File: src/common/baud_fe_pkg.sv
// package: register map, field positions and constants for baud select and framing error block
package baud_fe_pkg;

  // axi4-lite register byte offsets
  localparam logic [7:0] OFF_SERIAL_CTRL = 8'h00; // serial_control_reg image
  localparam logic [7:0] OFF_POWER_CTRL  = 8'h04; // power_control_reg image
  localparam logic [7:0] OFF_T2_CTRL     = 8'h08; // timer2_control_reg image
  localparam logic [7:0] OFF_T2_RELOAD   = 8'h0C; // timer2_reload_high:low
  localparam logic [7:0] OFF_T1_CFG      = 8'h10; // timer1 reload byte and prescale
  localparam logic [7:0] OFF_IRQ_STATUS  = 8'h14; // sticky events, write one to clear
  localparam logic [7:0] OFF_IRQ_MASK    = 8'h18; // interrupt enables

  // serial control fields
  localparam int SC_MODE_BIT0 = 7; // shared with framing error view
  localparam int SC_MODE_BIT1 = 6;
  localparam int SC_NINTH_TX  = 3;
  // power control fields
  localparam int PC_BAUD_DOUBLE = 7;
  localparam int PC_FE_VIEW     = 6;
  // timer2 control fields
  localparam int T2_RX_CLK = 5;
  localparam int T2_TX_CLK = 4;
  // timer1 config fields
  localparam int T1_PRESCALE_LSB = 8;
  localparam int T1_PRESCALE_W   = 4;

  // interrupt status bits
  localparam int IRQ_FE = 0;
  localparam int IRQ_W  = 1;

  // fixed divisors per bit: system clocks, timer1 overflows (mode 0 with ninth bit, modes 1 and 3) or timer2 rollovers
  localparam logic [5:0] DIV_M0_FAST   = 6'h04;
  localparam logic [5:0] DIV_M0_COMPAT = 6'h06;
  localparam logic [5:0] DIV_M2        = 6'h20;
  localparam logic [5:0] DIV_T1_M0     = 6'h04; // overflows per mode-0 bit
  localparam logic [5:0] DIV_T1_M13    = 6'h20; // overflows per mode-1/3 bit
  localparam logic [5:0] DIV_T2_M13    = 6'h10; // rollovers per mode-1/3 bit

  // reset values
  localparam logic [7:0]  RST_BYTE   = 8'h00;
  localparam logic [15:0] RST_RELOAD = 16'h0000;

  // axi responses
  localparam logic [1:0] RESP_OKAY   = 2'b00;
  localparam logic [1:0] RESP_SLVERR = 2'b10;

  // selected source for one direction
  typedef enum logic [1:0] {
    SRC_SYS_FIXED = 2'b00,
    SRC_TIMER1    = 2'b01,
    SRC_TIMER2    = 2'b10
  } baud_src_t;

  // ticks produced toward the shifters
  typedef struct packed {
    logic tx_tick;
    logic rx_tick;
  } baud_ticks_t;

endpackage

File: src/rtl/uart_baud_select_framing_error.sv
// baud source selection, tick generation and sticky framing error with axi4-lite registers
// Behaviour
// - mode0 fast: fsys/4, doubled gives fsys/2
// - mode0 compat: fsys/6, doubled gives fsys/3
// - doubling bit at power bit7, reset 0
// - mode2: fsys/32, doubled gives fsys/16
// - mode0 ninth bit set: timer1 overflow/4 or /2
// - modes1,3 timer1: overflow/32 or /16
// - timer1 reload mode: 256-reload with prescale
// - tx/rx clock selects choose timer2 per direction in modes 1 and 3
// - timer2 rollover reloads 16-bit software value
// - timer2 rate fsys/16/(65536-reload)
// - missing stop bit sets framing error
// - control bit7 shows error or mode bit0
// - error flag cleared only by software or reset
// - flag set regardless of view select
module uart_baud_select_framing_error (
  // clock and reset
  input  wire logic                     aclk,
  input  wire logic                     aresetn,
  // axi4-lite write address
  input  wire logic [7:0]               s_axi_awaddr,
  input  wire logic                     s_axi_awvalid,
  output logic                          s_axi_awready,
  // axi4-lite write data
  input  wire logic [31:0]              s_axi_wdata,
  input  wire logic [3:0]               s_axi_wstrb,
  input  wire logic                     s_axi_wvalid,
  output logic                          s_axi_wready,
  // axi4-lite write response
  output logic [1:0]                    s_axi_bresp,
  output logic                          s_axi_bvalid,
  input  wire logic                     s_axi_bready,
  // axi4-lite read address
  input  wire logic [7:0]               s_axi_araddr,
  input  wire logic                     s_axi_arvalid,
  output logic                          s_axi_arready,
  // axi4-lite read data
  output logic [31:0]                   s_axi_rdata,
  output logic [1:0]                    s_axi_rresp,
  output logic                          s_axi_rvalid,
  input  wire logic                     s_axi_rready,
  // static timing choice, high selects fast
  input  wire logic                     fast_timing,
  // timer1 overflow pulse from the timer block
  input  wire logic                     timer1_overflow,
  // receiver: sampled stop bit, strobe at stop sample time
  input  wire logic                     rx_stop_strobe,
  input  wire logic                     rx_stop_level,
  // baud ticks toward shifters
  output baud_fe_pkg::baud_ticks_t      ticks,
  // timer2 rollover pulse, for observation
  output logic                          timer2_rollover,
  // interrupt
  output logic                          irq
);

  // software-visible state
  logic [7:0]  serial_control_reg;  // bit7 here is mode bit0 only
  logic [7:0]  power_control_reg;   // doubling and view select
  logic [7:0]  timer2_control_reg;  // tx/rx clock selects
  logic [15:0] timer2_reload_reg;   // high:low reload value
  logic [7:0]  timer1_reload_byte;  // kept for software, rate set by timer1
  logic [3:0]  timer_prescale_field;
  logic        framing_error_flag_reg; // separate from mode bit0
  logic [baud_fe_pkg::IRQ_W-1:0] irq_status_reg;
  logic [baud_fe_pkg::IRQ_W-1:0] irq_mask_reg;

  // decoded controls
  logic       baud_double_bit;
  logic       frame_error_view_select;
  logic       ninth_transmit_bit;
  logic [1:0] serial_mode;
  logic       tx_clock_source_select;
  logic       rx_clock_source_select;
  assign baud_double_bit         = power_control_reg[baud_fe_pkg::PC_BAUD_DOUBLE];
  assign frame_error_view_select = power_control_reg[baud_fe_pkg::PC_FE_VIEW];
  assign ninth_transmit_bit      = serial_control_reg[baud_fe_pkg::SC_NINTH_TX];
  assign serial_mode = {serial_control_reg[baud_fe_pkg::SC_MODE_BIT0],
                        serial_control_reg[baud_fe_pkg::SC_MODE_BIT1]};
  assign tx_clock_source_select  = timer2_control_reg[baud_fe_pkg::T2_TX_CLK];
  assign rx_clock_source_select  = timer2_control_reg[baud_fe_pkg::T2_RX_CLK];

  // ---------------- axi4-lite slave ----------------
  logic        aw_hold, w_hold;      // captured address/data
  logic [7:0]  aw_addr_reg;
  logic [31:0] w_data_reg;
  logic [3:0]  w_strb_reg;
  logic        wr_fire;              // both halves present, no pending response
  assign s_axi_awready = !aw_hold && !s_axi_bvalid;
  assign s_axi_wready  = !w_hold && !s_axi_bvalid;
  assign wr_fire       = aw_hold && w_hold && !s_axi_bvalid;

  // capture address and data in either order
  always_ff @(posedge aclk) begin
    if (!aresetn) begin
      aw_hold     <= 1'b0;
      w_hold      <= 1'b0;
      aw_addr_reg <= 8'h00;
      w_data_reg  <= 32'h0000_0000;
      w_strb_reg  <= 4'h0;
    end else begin
      if (s_axi_awvalid && s_axi_awready) begin
        aw_hold     <= 1'b1;
        aw_addr_reg <= s_axi_awaddr;
      end else if (wr_fire) begin
        aw_hold <= 1'b0;
      end
      if (s_axi_wvalid && s_axi_wready) begin
        w_hold     <= 1'b1;
        w_data_reg <= s_axi_wdata;
        w_strb_reg <= s_axi_wstrb;
      end else if (wr_fire) begin
        w_hold <= 1'b0;
      end
    end
  end

  // write decode; only byte lanes that carry the field take effect
  logic wr_mapped;
  always_comb begin
    case (aw_addr_reg)
      baud_fe_pkg::OFF_SERIAL_CTRL, baud_fe_pkg::OFF_POWER_CTRL,
      baud_fe_pkg::OFF_T2_CTRL, baud_fe_pkg::OFF_T2_RELOAD,
      baud_fe_pkg::OFF_T1_CFG, baud_fe_pkg::OFF_IRQ_STATUS,
      baud_fe_pkg::OFF_IRQ_MASK: wr_mapped = 1'b1;
      default:                   wr_mapped = 1'b0;
    endcase
  end
  logic wr_ok_b0, wr_ok_b1;
  assign wr_ok_b0 = wr_fire && w_strb_reg[0];
  assign wr_ok_b1 = wr_fire && w_strb_reg[1];

  // write response
  always_ff @(posedge aclk) begin
    if (!aresetn) begin
      s_axi_bvalid <= 1'b0;
      s_axi_bresp  <= baud_fe_pkg::RESP_OKAY;
    end else if (wr_fire) begin
      s_axi_bvalid <= 1'b1;
      s_axi_bresp  <= wr_mapped ? baud_fe_pkg::RESP_OKAY : baud_fe_pkg::RESP_SLVERR;
    end else if (s_axi_bready) begin
      s_axi_bvalid <= 1'b0;
    end
  end

  // control registers; doubling bit resets to zero
  always_ff @(posedge aclk) begin
    if (!aresetn) begin
      serial_control_reg   <= baud_fe_pkg::RST_BYTE;
      power_control_reg    <= baud_fe_pkg::RST_BYTE;
      timer2_control_reg   <= baud_fe_pkg::RST_BYTE;
      timer2_reload_reg    <= baud_fe_pkg::RST_RELOAD;
      timer1_reload_byte   <= baud_fe_pkg::RST_BYTE;
      timer_prescale_field <= 4'h0;
      irq_mask_reg         <= '0;
    end else begin
      if (wr_ok_b0) begin
        case (aw_addr_reg)
          // bit7 steers to the flag when view select is set, so mode bit0 is kept
          baud_fe_pkg::OFF_SERIAL_CTRL: begin
            serial_control_reg[6:0] <= w_data_reg[6:0];
            if (!frame_error_view_select)
              serial_control_reg[7] <= w_data_reg[7];
          end
          baud_fe_pkg::OFF_POWER_CTRL: power_control_reg    <= w_data_reg[7:0];
          baud_fe_pkg::OFF_T2_CTRL:    timer2_control_reg   <= w_data_reg[7:0];
          baud_fe_pkg::OFF_T2_RELOAD:  timer2_reload_reg[7:0] <= w_data_reg[7:0];
          baud_fe_pkg::OFF_T1_CFG:     timer1_reload_byte   <= w_data_reg[7:0];
          baud_fe_pkg::OFF_IRQ_MASK:   irq_mask_reg <= w_data_reg[baud_fe_pkg::IRQ_W-1:0];
          default: ;
        endcase
      end
      if (wr_ok_b1) begin
        case (aw_addr_reg)
          baud_fe_pkg::OFF_T2_RELOAD: timer2_reload_reg[15:8] <= w_data_reg[15:8];
          baud_fe_pkg::OFF_T1_CFG:
            timer_prescale_field <= w_data_reg[baud_fe_pkg::T1_PRESCALE_LSB +:
                                               baud_fe_pkg::T1_PRESCALE_W];
          default: ;
        endcase
      end
    end
  end

  // ---------------- framing error ----------------
  logic fe_event;   // stop bit sampled low
  assign fe_event = rx_stop_strobe && !rx_stop_level;
  logic fe_sw_clear;  // software writes zero to bit7 while it shows the flag
  assign fe_sw_clear = wr_ok_b0 && aw_addr_reg == baud_fe_pkg::OFF_SERIAL_CTRL &&
                       frame_error_view_select && !w_data_reg[7];

  // sticky flag; set regardless of view select and wins over a clear
  always_ff @(posedge aclk) begin
    if (!aresetn)
      framing_error_flag_reg <= 1'b0;
    else if (fe_event)
      framing_error_flag_reg <= 1'b1;
    else if (fe_sw_clear)
      framing_error_flag_reg <= 1'b0;
  end

  // interrupt status, write one to clear, event wins
  logic [baud_fe_pkg::IRQ_W-1:0] irq_w1c;
  assign irq_w1c = (wr_ok_b0 && aw_addr_reg == baud_fe_pkg::OFF_IRQ_STATUS) ?
                   w_data_reg[baud_fe_pkg::IRQ_W-1:0] : '0;
  always_ff @(posedge aclk) begin
    if (!aresetn)
      irq_status_reg <= '0;
    else begin
      irq_status_reg <= irq_status_reg & ~irq_w1c;
      if (fe_event)
        irq_status_reg[baud_fe_pkg::IRQ_FE] <= 1'b1;
    end
  end
  assign irq = |(irq_status_reg & irq_mask_reg);

  // ---------------- axi read ----------------
  logic [31:0] rd_word;
  logic        rd_mapped;
  always_comb begin
    rd_word   = 32'h0000_0000;
    rd_mapped = 1'b1;
    case (s_axi_araddr)
      baud_fe_pkg::OFF_SERIAL_CTRL: begin
        rd_word[7:0] = serial_control_reg;
        rd_word[7]   = frame_error_view_select ? framing_error_flag_reg
                                               : serial_control_reg[7];
      end
      baud_fe_pkg::OFF_POWER_CTRL: rd_word[7:0]  = power_control_reg;
      baud_fe_pkg::OFF_T2_CTRL:    rd_word[7:0]  = timer2_control_reg;
      baud_fe_pkg::OFF_T2_RELOAD:  rd_word[15:0] = timer2_reload_reg;
      baud_fe_pkg::OFF_T1_CFG:     rd_word[11:0] = {timer_prescale_field, timer1_reload_byte};
      baud_fe_pkg::OFF_IRQ_STATUS: rd_word[baud_fe_pkg::IRQ_W-1:0] = irq_status_reg;
      baud_fe_pkg::OFF_IRQ_MASK:   rd_word[baud_fe_pkg::IRQ_W-1:0] = irq_mask_reg;
      default:                     rd_mapped = 1'b0;
    endcase
  end
  assign s_axi_arready = !s_axi_rvalid;
  // read data registered one cycle after acceptance
  always_ff @(posedge aclk) begin
    if (!aresetn) begin
      s_axi_rvalid <= 1'b0;
      s_axi_rdata  <= 32'h0000_0000;
      s_axi_rresp  <= baud_fe_pkg::RESP_OKAY;
    end else if (s_axi_arvalid && s_axi_arready) begin
      s_axi_rvalid <= 1'b1;
      s_axi_rdata  <= rd_word;
      s_axi_rresp  <= rd_mapped ? baud_fe_pkg::RESP_OKAY : baud_fe_pkg::RESP_SLVERR;
    end else if (s_axi_rready) begin
      s_axi_rvalid <= 1'b0;
    end
  end

  // ---------------- timer2 baud generator ----------------
  // counts sysclks up, rollover reloads; period = 65536 - reload
  logic [15:0] timer2_count_reg;
  logic        t2_running;
  assign t2_running      = tx_clock_source_select || rx_clock_source_select;
  assign timer2_rollover = t2_running && (timer2_count_reg == 16'hFFFF);
  always_ff @(posedge aclk) begin
    if (!aresetn)
      timer2_count_reg <= baud_fe_pkg::RST_RELOAD;
    else if (!t2_running || timer2_rollover)
      timer2_count_reg <= timer2_reload_reg;
    else
      timer2_count_reg <= timer2_count_reg + 16'h0001;
  end

  // ---------------- system clock divider for modes 0 and 2 ----------------
  // fixed divisor; doubling halves it. compat only applies in mode 0
  logic [5:0] sys_div;
  always_comb begin
    if (serial_mode == 2'b00)
      sys_div = fast_timing ? baud_fe_pkg::DIV_M0_FAST
                            : baud_fe_pkg::DIV_M0_COMPAT;
    else
      sys_div = baud_fe_pkg::DIV_M2;
    if (baud_double_bit)
      sys_div = sys_div >> 1;
  end
  logic [5:0] sys_cnt_reg;
  logic       sys_tick;
  assign sys_tick = (sys_cnt_reg >= sys_div - 6'h01);
  always_ff @(posedge aclk) begin
    if (!aresetn || sys_tick)
      sys_cnt_reg <= 6'h00;
    else
      sys_cnt_reg <= sys_cnt_reg + 6'h01;
  end

  // ---------------- per-direction source select and divide ----------------
  // timer1 overflow already carries reload/prescale (256-reload)*(prescale+1)
  baud_fe_pkg::baud_src_t src [2];
  logic [1:0] t2_sel;
  assign t2_sel = {rx_clock_source_select, tx_clock_source_select};
  logic [1:0] tick_out;
  genvar d;
  generate
    for (d = 0; d < 2; d++) begin : g_dir
      logic [5:0] ovf_div;   // overflows per bit
      logic       ovf_in;    // source pulse
      logic [5:0] cnt_reg;
      logic       hit;
      always_comb begin
        src[d]  = baud_fe_pkg::SRC_SYS_FIXED;
        ovf_div = baud_fe_pkg::DIV_T1_M13;
        ovf_in  = timer1_overflow;
        case (serial_mode)
          2'b00: if (ninth_transmit_bit) begin
            src[d]  = baud_fe_pkg::SRC_TIMER1;
            ovf_div = baud_fe_pkg::DIV_T1_M0;
          end
          2'b01, 2'b11: if (t2_sel[d] && serial_mode != 2'b00) begin
            src[d]  = baud_fe_pkg::SRC_TIMER2;
            ovf_div = baud_fe_pkg::DIV_T2_M13;
            ovf_in  = timer2_rollover;
          end else begin
            src[d]  = baud_fe_pkg::SRC_TIMER1;
          end
          default: ;
        endcase
        // timer2 is never halved by the doubling bit
        if (baud_double_bit && src[d] == baud_fe_pkg::SRC_TIMER1)
          ovf_div = ovf_div >> 1;
      end
      assign hit = ovf_in && (cnt_reg >= ovf_div - 6'h01);
      always_ff @(posedge aclk) begin
        if (!aresetn || src[d] == baud_fe_pkg::SRC_SYS_FIXED)
          cnt_reg <= 6'h00;
        else if (hit)
          cnt_reg <= 6'h00;
        else if (ovf_in)
          cnt_reg <= cnt_reg + 6'h01;
      end
      assign tick_out[d] = (src[d] == baud_fe_pkg::SRC_SYS_FIXED) ? sys_tick : hit;
    end
  endgenerate

  // registered one-cycle ticks
  always_ff @(posedge aclk) begin
    if (!aresetn)
      ticks <= '0;
    else begin
      ticks.tx_tick <= tick_out[0];
      ticks.rx_tick <= tick_out[1];
    end
  end

  // spacing judged only while the setting holds; a rewrite mid-bit may cut that bit short
  logic m0_fast_cfg;   // mode0, fast, not doubled
  logic m0_compat_cfg; // mode0, compat, doubled
  assign m0_fast_cfg   = serial_mode == 2'b00 && fast_timing && !baud_double_bit &&
                         !ninth_transmit_bit;
  assign m0_compat_cfg = serial_mode == 2'b00 && !fast_timing && baud_double_bit;
endmodule // uart_baud_select_framing_error

File: config.mk
export PLATFORM = sky130hd
export DESIGN_NAME = uart_baud_select_framing_error
export DESIGN_NICKNAME = d
export VERILOG_FILES = /design/src/common/baud_fe_pkg.sv /design/src/rtl/uart_baud_select_framing_error.sv
export SDC_FILE = /design/constraint.sdc
export NUM_CORES = 1
export LEC_CHECK = 0
export ABC_CLOCK_PERIOD_IN_PS = 2620
export BUFFER_PORTS_ARGS = -buffer_cell sky130_fd_sc_hd__buf_2
export CAP_MARGIN = 20
export CELL_PAD_IN_SITES_DETAIL_PLACEMENT = 0
export CELL_PAD_IN_SITES_GLOBAL_PLACEMENT = 1
export CORE_ASPECT_RATIO = 0.75
export CORE_MARGIN = 5
export CORE_UTILIZATION = 42
export CTS_CLUSTER_SIZE = 40
export DETAILED_ROUTE_END_ITERATION = 8
export PLACE_DENSITY_LB_ADDON = 0.1
export SETUP_SLACK_MARGIN = 0.5
export SKIP_CTS_REPAIR_TIMING = 1
export SLEW_MARGIN = 20
export SYNTH_ARGS = -nofsm -noshare
export SYNTH_HDL_FRONTEND = slang
export SYNTH_SLANG_ARGS = --single-unit
File: constraint.sdc
create_clock -name aclk -period 2.62 [get_ports aclk]
set_input_delay 0 -clock aclk [delete_from_list [all_inputs] [get_ports aclk]]
set_output_delay 0 -clock aclk [all_outputs]
set_load 0.05 [all_outputs]
== Word level (Yosys, flattened, before mapping) ==
Cells that the tools add are included.
Word-level totals
  register bits: 141
  input port bits: 63
  output and inout port bits: 45
  logic and storage cells: 159
Cells by class
  add/sub/neg operators: 7
  order comparisons: 3
  equal/unequal tests: 17
  mux-type cells: 42
  bitwise operators: 4
  reduce and logical (&&, ||, !) cells: 59
Operators with widths (number)
  $eq A8 B5 Y1 const B: 6
  $mux W6: 7
  $pmux W7 S5: 1
  $eq A8 B4 Y1 const B: 4
  $pmux W6 S2: 2
  $logic_and A1 B1 Y1: 21
  $mux W1: 21
  $add A6 B1 Y6 const B: 3
  $ge A6 B6 Y1: 3
  $sub A6 B1 Y6 const B: 3
  $add A16 B1 Y16 const B: 1
  $eq A16 B16 Y1 const B: 1
  $eq A8 B3 Y1 const B: 2
  $logic_not A8 Y1: 2
  $mux W16: 1
  $reduce_and A2 Y1: 8
  $reduce_or A7 Y1: 2
  $reduce_bool A2 Y1: 6
  $mux W2: 5
  $logic_not A1 Y1: 8
  $pmux W2 S2: 2
  $pmux W4 S2: 1
  $pmux W1 S7: 1
  $eq A2 B1 Y1 const B: 3
  other kinds (8): 18

== Longest topological paths before layout ==
Gate-level depths: netlist of run 1.
  word-level depth: 11
  mapped depth: 11
  depth with buffers taken out: 10

== Worst setup path before layout of run 1 ==
OpenSTA, ideal clock, no wires.
  path type: reg2reg
  start: register serial_control_reg[6]
  end: register ticks[0] (netlist bit)
  library setup time: 0.115 ns
  arrival: 2.262 ns
  data required time: 2.505 ns
  setup slack: 0.244 ns
  stages on the path, launching flop included: 12
  path buffers: 1
  period minus slack after synthesis: 2.376 ns
  cell sequence: dfxtp_1 > buf_6 > nor2_1 > o21ai_0 > ha_1 > ha_1 > xor2_1 > ha_1 > a2111oi_0 > o21a_1 > nor3b_1 > o21a_1
On the way
  cells in the longest elaborated chain, start to end: 11
  elaborated cells on any way between the ends: 24
  those cells by class: add/sub: 2; order compare: 2; eq/ne: 3; mux: 10; reduce/logical: 7
Ends and longest elaborated chain
  start: declaration: line uart_baud_select_framing_error.sv:59  | logic [7:0] serial_control_reg;
  start signal: assignment: line uart_baud_select_framing_error.sv:150  | serial_control_reg <= baud_fe_pkg::RST_BYTE;
  start signal: assignment: line uart_baud_select_framing_error.sv:162  | serial_control_reg[6:0] <= w_data_reg[6:0];
  $reduce_bool A2 Y1: line uart_baud_select_framing_error.sv:314  | 2'b01, 2'b11: if (t2_sel[d] && serial_mode != 2'b00) begin
  $logic_and A1 B1 Y1: line uart_baud_select_framing_error.sv:314
  $mux W2: line uart_baud_select_framing_error.sv:314
  $pmux W2 S2: line uart_baud_select_framing_error.sv:309  | case (serial_mode)
  $eq A2 B1 Y1: line uart_baud_select_framing_error.sv:324  | if (baud_double_bit && src[d] == baud_fe_pkg::SRC_TIMER1)
  $logic_and A1 B1 Y1: line uart_baud_select_framing_error.sv:324
  $mux W6: line uart_baud_select_framing_error.sv:324
  $sub A6 B1 Y6: line uart_baud_select_framing_error.sv:327  | assign hit = ovf_in && (cnt_reg >= ovf_div - 6'h01);
  $ge A6 B6 Y1: line uart_baud_select_framing_error.sv:327
  $logic_and A1 B1 Y1: line uart_baud_select_framing_error.sv:327
  $mux W1 *: line uart_baud_select_framing_error.sv:336  | assign tick_out[d] = (src[d] == baud_fe_pkg::SRC_SYS_FIXED) ? sys_tick : hit;
  end: declaration: line uart_baud_select_framing_error.sv:51  | output baud_fe_pkg::baud_ticks_t ticks,
Mark *: on every way between the ends. The rest lies on a longest branch, timed or not.
A chain may end at the register's enable or synchronous reset.

== Worst setup path in the final report of run 1 ==
  start: register serial_control_reg[6]
  end: register g_dir[1].cnt_reg[0]
On the way
  cells in the longest elaborated chain, start to end: 11
  elaborated cells on any way between the ends: 21
  those cells by class: add/sub: 1; order compare: 1; eq/ne: 3; mux: 7; reduce/logical: 9
Ends and longest elaborated chain
  $reduce_bool A2 Y1: line uart_baud_select_framing_error.sv:314
  $logic_and A1 B1 Y1: line uart_baud_select_framing_error.sv:314
  $mux W2: line uart_baud_select_framing_error.sv:314
  $pmux W2 S2: line uart_baud_select_framing_error.sv:309
  $eq A2 B1 Y1: line uart_baud_select_framing_error.sv:324
  $logic_and A1 B1 Y1: line uart_baud_select_framing_error.sv:324
  $mux W6: line uart_baud_select_framing_error.sv:324
  $sub A6 B1 Y6: line uart_baud_select_framing_error.sv:327
  $ge A6 B6 Y1: line uart_baud_select_framing_error.sv:327
  $logic_and A1 B1 Y1: line uart_baud_select_framing_error.sv:327
  $reduce_or A2 Y1 (no source line)
  end signal: assignment: line uart_baud_select_framing_error.sv:334  | cnt_reg <= cnt_reg + 6'h01;
  end: declaration: line uart_baud_select_framing_error.sv:303  | logic [5:0] cnt_reg;
Parallel ways exist; a longest one is shown, timed or not.

==> results of run 1 <==
==> cells in the mapped netlist (17+ instances only) <==
library cell	number
nand2_1	96
o21ai_0	39
nor2_1	90
clkbuf_1	32
mux2i_1	61
buf_4	18
dfxtp_1	139
a21oi_1	65
nand3_1	19
inv_1	17
ha_1	22
==> layout by cell type (no fill, tap or decap), types with 5 or more instances in the layout <==
master         count
a211oi_1          12
a21oi_1           59
a21oi_2            6
a221oi_1           5
and2_1             5
and3_1             7
buf_2             71
buf_4             15
clkbuf_16         17
clkbuf_8           5
conb_1            21
dfxtp_1          135
dlygate4sd3_1     32
ha_1              17
inv_1             15
mux2i_1           60
nand2_1           94
nand3_1           17
nand4_1            6
nor2_1            85
nor2_2             5
nor3_1             8
o21ai_0           34
o21ai_1            5
o31ai_1            6
or3_1              5
or4_1              5
xnor2_1            5
xor2_1            14
==> worst min path at each step <==
| stage | start | end | slack [ns] | depth (start not counted) |
|---|---|---|---|---|
| after global placement | s_axi_rready | s_axi_rvalid | 0.19 | 2 |
| after global routing | s_axi_araddr[2] | s_axi_rresp[1] | 0.03 | 3 |
| after detailed placement | s_axi_rready | s_axi_rvalid | 0.19 | 2 |
| final | s_axi_araddr[2] | s_axi_rresp[1] | -0.001 | 3 |
| after floorplan | s_axi_rready | s_axi_rvalid | 0.1 | 1 |
| after CTS | s_axi_rready | s_axi_rvalid | -0.25 | 2 |
==> power groups by stage <==
stage | Combinational (µW) | Clock [µW] | Sequential [µW]
3_3_place_gp | 437 | 0 | 2280
6_report | 490 | 2450 | 2230
4_1_cts | 447 | 2480 | 2230
2_1_floorplan | 294 | 0 | 2310
3_5_place_dp | 446 | 0 | 2280
5_1_grt | 537 | 2580 | 2240
==> metal layers <==
metal  up-vias  global-route usage, %  share of wire, %
li1       2770                      -                 -
met1      2578                   27.4                51
met2       113                   28.2                43
met3        24                   4.37               4.2
met4         0                   5.99               1.7
met5         -                      0                 0
==> cells by family (layout without fill, tap and decap cells) <==
kind of cell	count (synthesis)	in the layout	share of synthesized area [%]
AND/OR/NAND/NOR	269	269	20.1
multiplexers	62	62	9.83
XOR/XNOR	19	19	2.58
flip-flops	139	139	43.2
AO/OA/AOI/OAI	154	154	14.1
adder cells (fa/ha/maj)	22	22	4.27
other	2	21	0.117
buffers and inverters	75	171	5.73
==> tightest hold or removal path: stages <==
cell and delay (ns):
buf_2 0.19, nand3_1 0.10, a31oi_1 0.08
==> final cells by class <==
cell class,instances,area (µm²),area share (%)
Multi-Input combinational cell,547,3520,43.5
Sequential cell,139,2790,34.5
Timing Repair Buffer,122,845,10.4
Clock buffer,24,502,6.21
Tap cell,205,256,3.17
Clock inverter,8,108,1.33
Inverter,17,63.8,0.789
==> per-stage QoR <==
step / total power (µW) / worst slack (ns)
floorplan: 2610 / 0.545
global placement: 2710 / 0.283
detailed placement: 2730 / 0.212
CTS: 5160 / 0.180
global route: 5360 / 0.293
finish: 5170 / 0.402
==> qor.txt, run 1 <==
Cell count after synthesis -> 742
Net switching power figure -> 1310 µW
Post-Place Cell Area -> 6950 µm²
Worst Max-Slew Pin Slew -> 0.751 ns
Filler cells -> 1,444
# DRC -> 0
# rows -> 39
Fin cells -> 1,062
Vias in the first global route -> 5,214
Power Dens Cells -> 639 nW/µm²
Status -> finished with violations
GRT Resource Usage Total -> 18.9%
Slowest CP cell -> or3b_2
Failing checks -> hold timing
Sequential power share -> 43.2%
CTS max path bufs -> 2
Wire length per cell -> 16.1 µm
Largest net degree at the start of global routing -> 68
RSZ-0062 raised after global routing -> true
Worst EP arrival -> 2.57 ns
Via Count -> 5,485
Clock Latency Late Sink -> 0.42 ns
Post-synthesis cell type count -> 58
Critical path, cell by cell -> nor2_4 -> buf_12 -> nand2_4 -> nand2_1 -> ha_1 -> or3_1 -> o211ai_1 -> or3b_2 -> a21oi_2
Endpoints failing setup -> 0
Die area -> 17,900 µm²
Sw Ratio -> 25.3%
Number of flops mapped to enable cells by yosys -> 0
Critical path depth in cells -> 9
Syn avg cell area -> 8.68 µm²
Internal reg-to-reg setup slack -> 0.40 ns
Layout cell share with drive strength beyond 1 -> 19.4%
Leading area contributor after synthesis -> dfxtp_1
CORE AREA -> 15,100 µm²
R2R Path Start -> serial_control_reg[6]
Slew Limit Fails -> 0
Crit path buffers/inverters -> 1
First-pass GRT wire length -> 27.0 mm
Ys async rst share -> 0%
Setup TNS -> 0 ns
Worst reg2reg path depth -> 9
Routed WL -> 17.1 mm
Initial antenna violation count -> 0
Last element of the critical path -> g_dir[1].cnt_reg[0]
Placed cells -> 991
Gpl congestion -> 0.779
H-tree lvl count -> 4
Family with the most delay on the worst path -> simple AND/OR/NAND/NOR gates
Worst path max stage delay -> 0.48 ns
Synthesis-to-layout area growth -> 25.5%
Final nets -> 929
Pint -> 3860 µW
Synthesis Warnings -> 0
Max Clk Rate -> 0.451 GHz
Crit path kind -> register to register
Maximum vdd ir drop -> 483 µV
Slew HR -> 49.8%
Initial core utilization -> 42.6%
Area contributors post-synth -> dfxtp_1 43%, mux2i_1 9.5%, nand2_1 5.6%, nor2_1 5.2%, a21oi_1 5.1%
Initial DRC Count -> 268
Final hold viol count -> 1
Cell leakage power -> 0.00328 µW
Seq cells post-synth -> 139
Critical Path RT -> 2.97 ns
CTS clk-pin slew, worst paths -> 0.06 ns
Fin crit period -> 2.22 ns
Critical path endpoint category -> register
TritonCTS Buffers -> 17
Mapped cell area -> 6440 µm²
Clock share of power -> 47.3%
CTS Sinks -> 139
Min-delay worst type -> input port to register
Worst R2R End -> g_dir[1].cnt_reg[0]
Clock skew -> 0.00743 ns
Die height -> 117 µm
Ant diodes -> 0
Worst Setup SP -> serial_control_reg[6]
Aggregate global routing overflow -> 0
Post-route ant nets -> 0
Combinational share of power -> 9.5%
Die extent in x -> 153 µm
Seq/Total Area, Yosys -> 43.2%
MaxCap Viol Count -> 0
PortBufs -> 71
I/O Pins -> 108
Post-DP HPWL -> 12.0 mm
Top cell type's share of synthesized area -> 43.2%
CTS Root Cell -> clkbuf_16
Worst hold slack -> -0.000983 ns
Main flop type after synthesis -> dfxtp_1
Finished Core Util -> 53.4%
Drt via density -> 5.16
Startpoint type of the worst setup path -> register
Crit-path max FO -> 6
CTS tree -> done
Final Cycle Share -> 84.7%
1st-pass router iterations -> 5
Design Area, Final -> 8080 µm²
No activity file was read; power rests on OpenSTA's default activity.
==> inputs of run 2 (changes only) <==
--- a/config.mk
+++ b/config.mk
@@ -5,7 +5,7 @@
 export SDC_FILE = /design/constraint.sdc
 export NUM_CORES = 1
 export LEC_CHECK = 0
-export ABC_CLOCK_PERIOD_IN_PS = 2620
+export ABC_CLOCK_PERIOD_IN_PS = 2300
 export BUFFER_PORTS_ARGS = -buffer_cell sky130_fd_sc_hd__buf_2
 export CAP_MARGIN = 20
 export CELL_PAD_IN_SITES_DETAIL_PLACEMENT = 0
==> constraint.sdc (replaced) <==
create_clock -name aclk -period 2.3 [get_ports aclk]
set_input_delay 0 -clock aclk [delete_from_list [all_inputs] [get_ports aclk]]
set_output_delay 0 -clock aclk [all_outputs]
set_load 0.05 [all_outputs]
==> run 2 against run 1 <==
- the flow still finishes with violations (hold timing)
- critical endpoint is now ticks[0]
- via count is 1.6% higher
- count of clock-buffer cells in the layout shrank 1
- critical path depth shrank 1
- critical path type unchanged
- wire length about the same
- sequential share of layout area fell by 0.29 points
- power up 7.6%
- die area unchanged
==> qor.txt, run 2 (synthesized netlist as in run 1, its figures left out) <==
Final hold viol count -> 2
Maximum vdd ir drop -> 491 µV
# rows -> 39
GRT Resource Usage Total -> 19.0%
Crit path buffers/inverters -> 0
Layout cell share with drive strength beyond 1 -> 22.9%
Cell leakage power -> 0.00333 µW
Design Area, Final -> 8210 µm²
Critical path depth in cells -> 8
Status -> finished with violations
Drt via density -> 5.21
Hold depth -> 3
Endpoints failing setup -> 0
Critical Path RT -> 2.61 ns
CORE AREA -> 15,100 µm²
Largest net degree at the start of global routing -> 79
Slew Limit Fails -> 0
CTS max path bufs -> 2
Commonest non-fill, non-tap cell in the layout -> dfxtp_1
Clock Latency Late Sink -> 0.42 ns
Family with the most delay on the worst path -> simple AND/OR/NAND/NOR gates
Initial DRC Count -> 290
Ant diodes -> 0
Critical path endpoint category -> register
Aggregate global routing overflow -> 0
Filler cells -> 1,426
Crit-path max FO -> 10
Max Clk Rate -> 0.465 GHz
Overall Power -> 5560 µW
Initial core utilization -> 42.6%
Failing checks -> hold timing
# DRC -> 0
MaxCap Viol Count -> 0
First-pass GRT wire length -> 27.0 mm
Die extent in x -> 153 µm
Final Cycle Share -> 93.5%
Fin crit period -> 2.15 ns
Initial antenna violation count -> 0
Synthesis-to-layout area growth -> 27.5%
Min-delay worst type -> input port to register
Routed WL -> 17.1 mm
Most frequent cells in the layout -> 123 x dfxtp_1, 92 x nand2_1, 84 x nor2_1
Post-route ant nets -> 0
R2R Path Start -> power_control_reg[7]
Setup TNS -> 0 ns
Min-delay src -> aresetn
1st-pass router iterations -> 7
Crit path kind -> register to register
Worst R2R End -> ticks[0]
Startpoint type of the worst setup path -> register
I/O Pins -> 108
Via Count -> 5,574
Vias in the first global route -> 5,237
TritonCTS Buffers -> 17
Slowest CP cell -> or3_1
Worst path max stage delay -> 0.44 ns
CTS Root Cell -> clkbuf_16
Worst hold slack -> -0.00234 ns
Die height -> 117 µm
Worst Max-Slew Pin Slew -> 0.698 ns
Wire length per cell -> 16.0 µm
Post-Place Cell Area -> 7040 µm²
Worst reg2reg path depth -> 8
Power Dens Cells -> 677 nW/µm²
PortBufs -> 71
H-tree lvl count -> 4
Final nets -> 937
CTS Sinks -> 139
Die area -> 17,900 µm²
Post-DP HPWL -> 12.0 mm
Critical path, cell by cell -> or3_1 -> ha_4 -> xor2_2 -> ha_4 -> o21a_1 -> nor2_4 -> nor3b_2 -> o21a_1
Clock skew -> 0.0100 ns
Worst EP arrival -> 2.46 ns
CTS tree -> done
RSZ-0062 raised after global routing -> true
CTS clk-pin slew, worst paths -> 0.06 ns
Slew HR -> 53.3%
Gpl congestion -> 0.825
Internal reg-to-reg setup slack -> 0.15 ns
Worst Hold Endpoint -> timer2_reload_reg[13]
run 2: cell type report:
cell class / count / area [µm²] / area share, %
Clock inverter: 8 / 45.0 / 0.549
Sequential cell: 139 / 2810 / 34.2
Tap cell: 205 / 256 / 3.12
Multi-Input combinational cell: 547 / 3650 / 44.5
Clock buffer: 23 / 478 / 5.82
Inverter: 17 / 63.8 / 0.777
Timing Repair Buffer: 130 / 905 / 11.0
run 2: power breakdown:
part	internal, µW	switching, µW
logic	194	390
registers	2470	69.8
clock network	1440	993
total	4110	1450
run 2: how the worst max path moves through the flow:
stage | from | endpoint | slack [ns]
final | power_control_reg[7] | ticks[0] | 0.15
after global routing | serial_control_reg[6] | sys_cnt_reg[5] | 0.04
after CTS | serial_control_reg[6] | ticks[0] | 0.07
after detailed placement | serial_control_reg[6] | ticks[0] | 0.08
after global placement | serial_control_reg[6] | ticks[0] | 0.16
after floorplan | power_control_reg[7] | ticks[0] | 0.25
run 2: per-layer routing:
| layer | vias up | wire (µm) | share of wire, % | global-route usage, % |
|---|---|---|---|---|
| li1 | 2787 | - | - | - |
| met1 | 2648 | 8580 | 50 | 27.7 |
| met2 | 124 | 7440 | 43 | 28.1 |
| met3 | 15 | 947 | 5.5 | 5.00 |
| met4 | 0 | 172 | 1.0 | 4.63 |
| met5 | - | 0 | 0 | 0 |
run 2: per-stage QoR:
stage	cells	setup slack [ns]	hold WS [ns]	util, %
after detailed placement	998	0.0807	0.197	46.5
after floorplan	761	0.253	0.0990	-
after global routing	1069	0.0441	0.00784	54.3
final	1069	0.148	-0.00234	54.3
after CTS	1029	0.0702	-0.246	50.0
after global placement	998	0.160	0.190	46.5
run 2: worst register-to-register path, delay by kind of cell (launching register included):
| kind | cells | cell delay [ns] |
|---|---|---|
| xor gates and xnor gates | 1 | 0.20 |
| adders and majority gates | 2 | 0.42 |
| and+or+nand+nor | 3 | 0.66 |
| AOI/OAI and AO/OA | 2 | 0.38 |
| DFF | 1 | 0.39 |
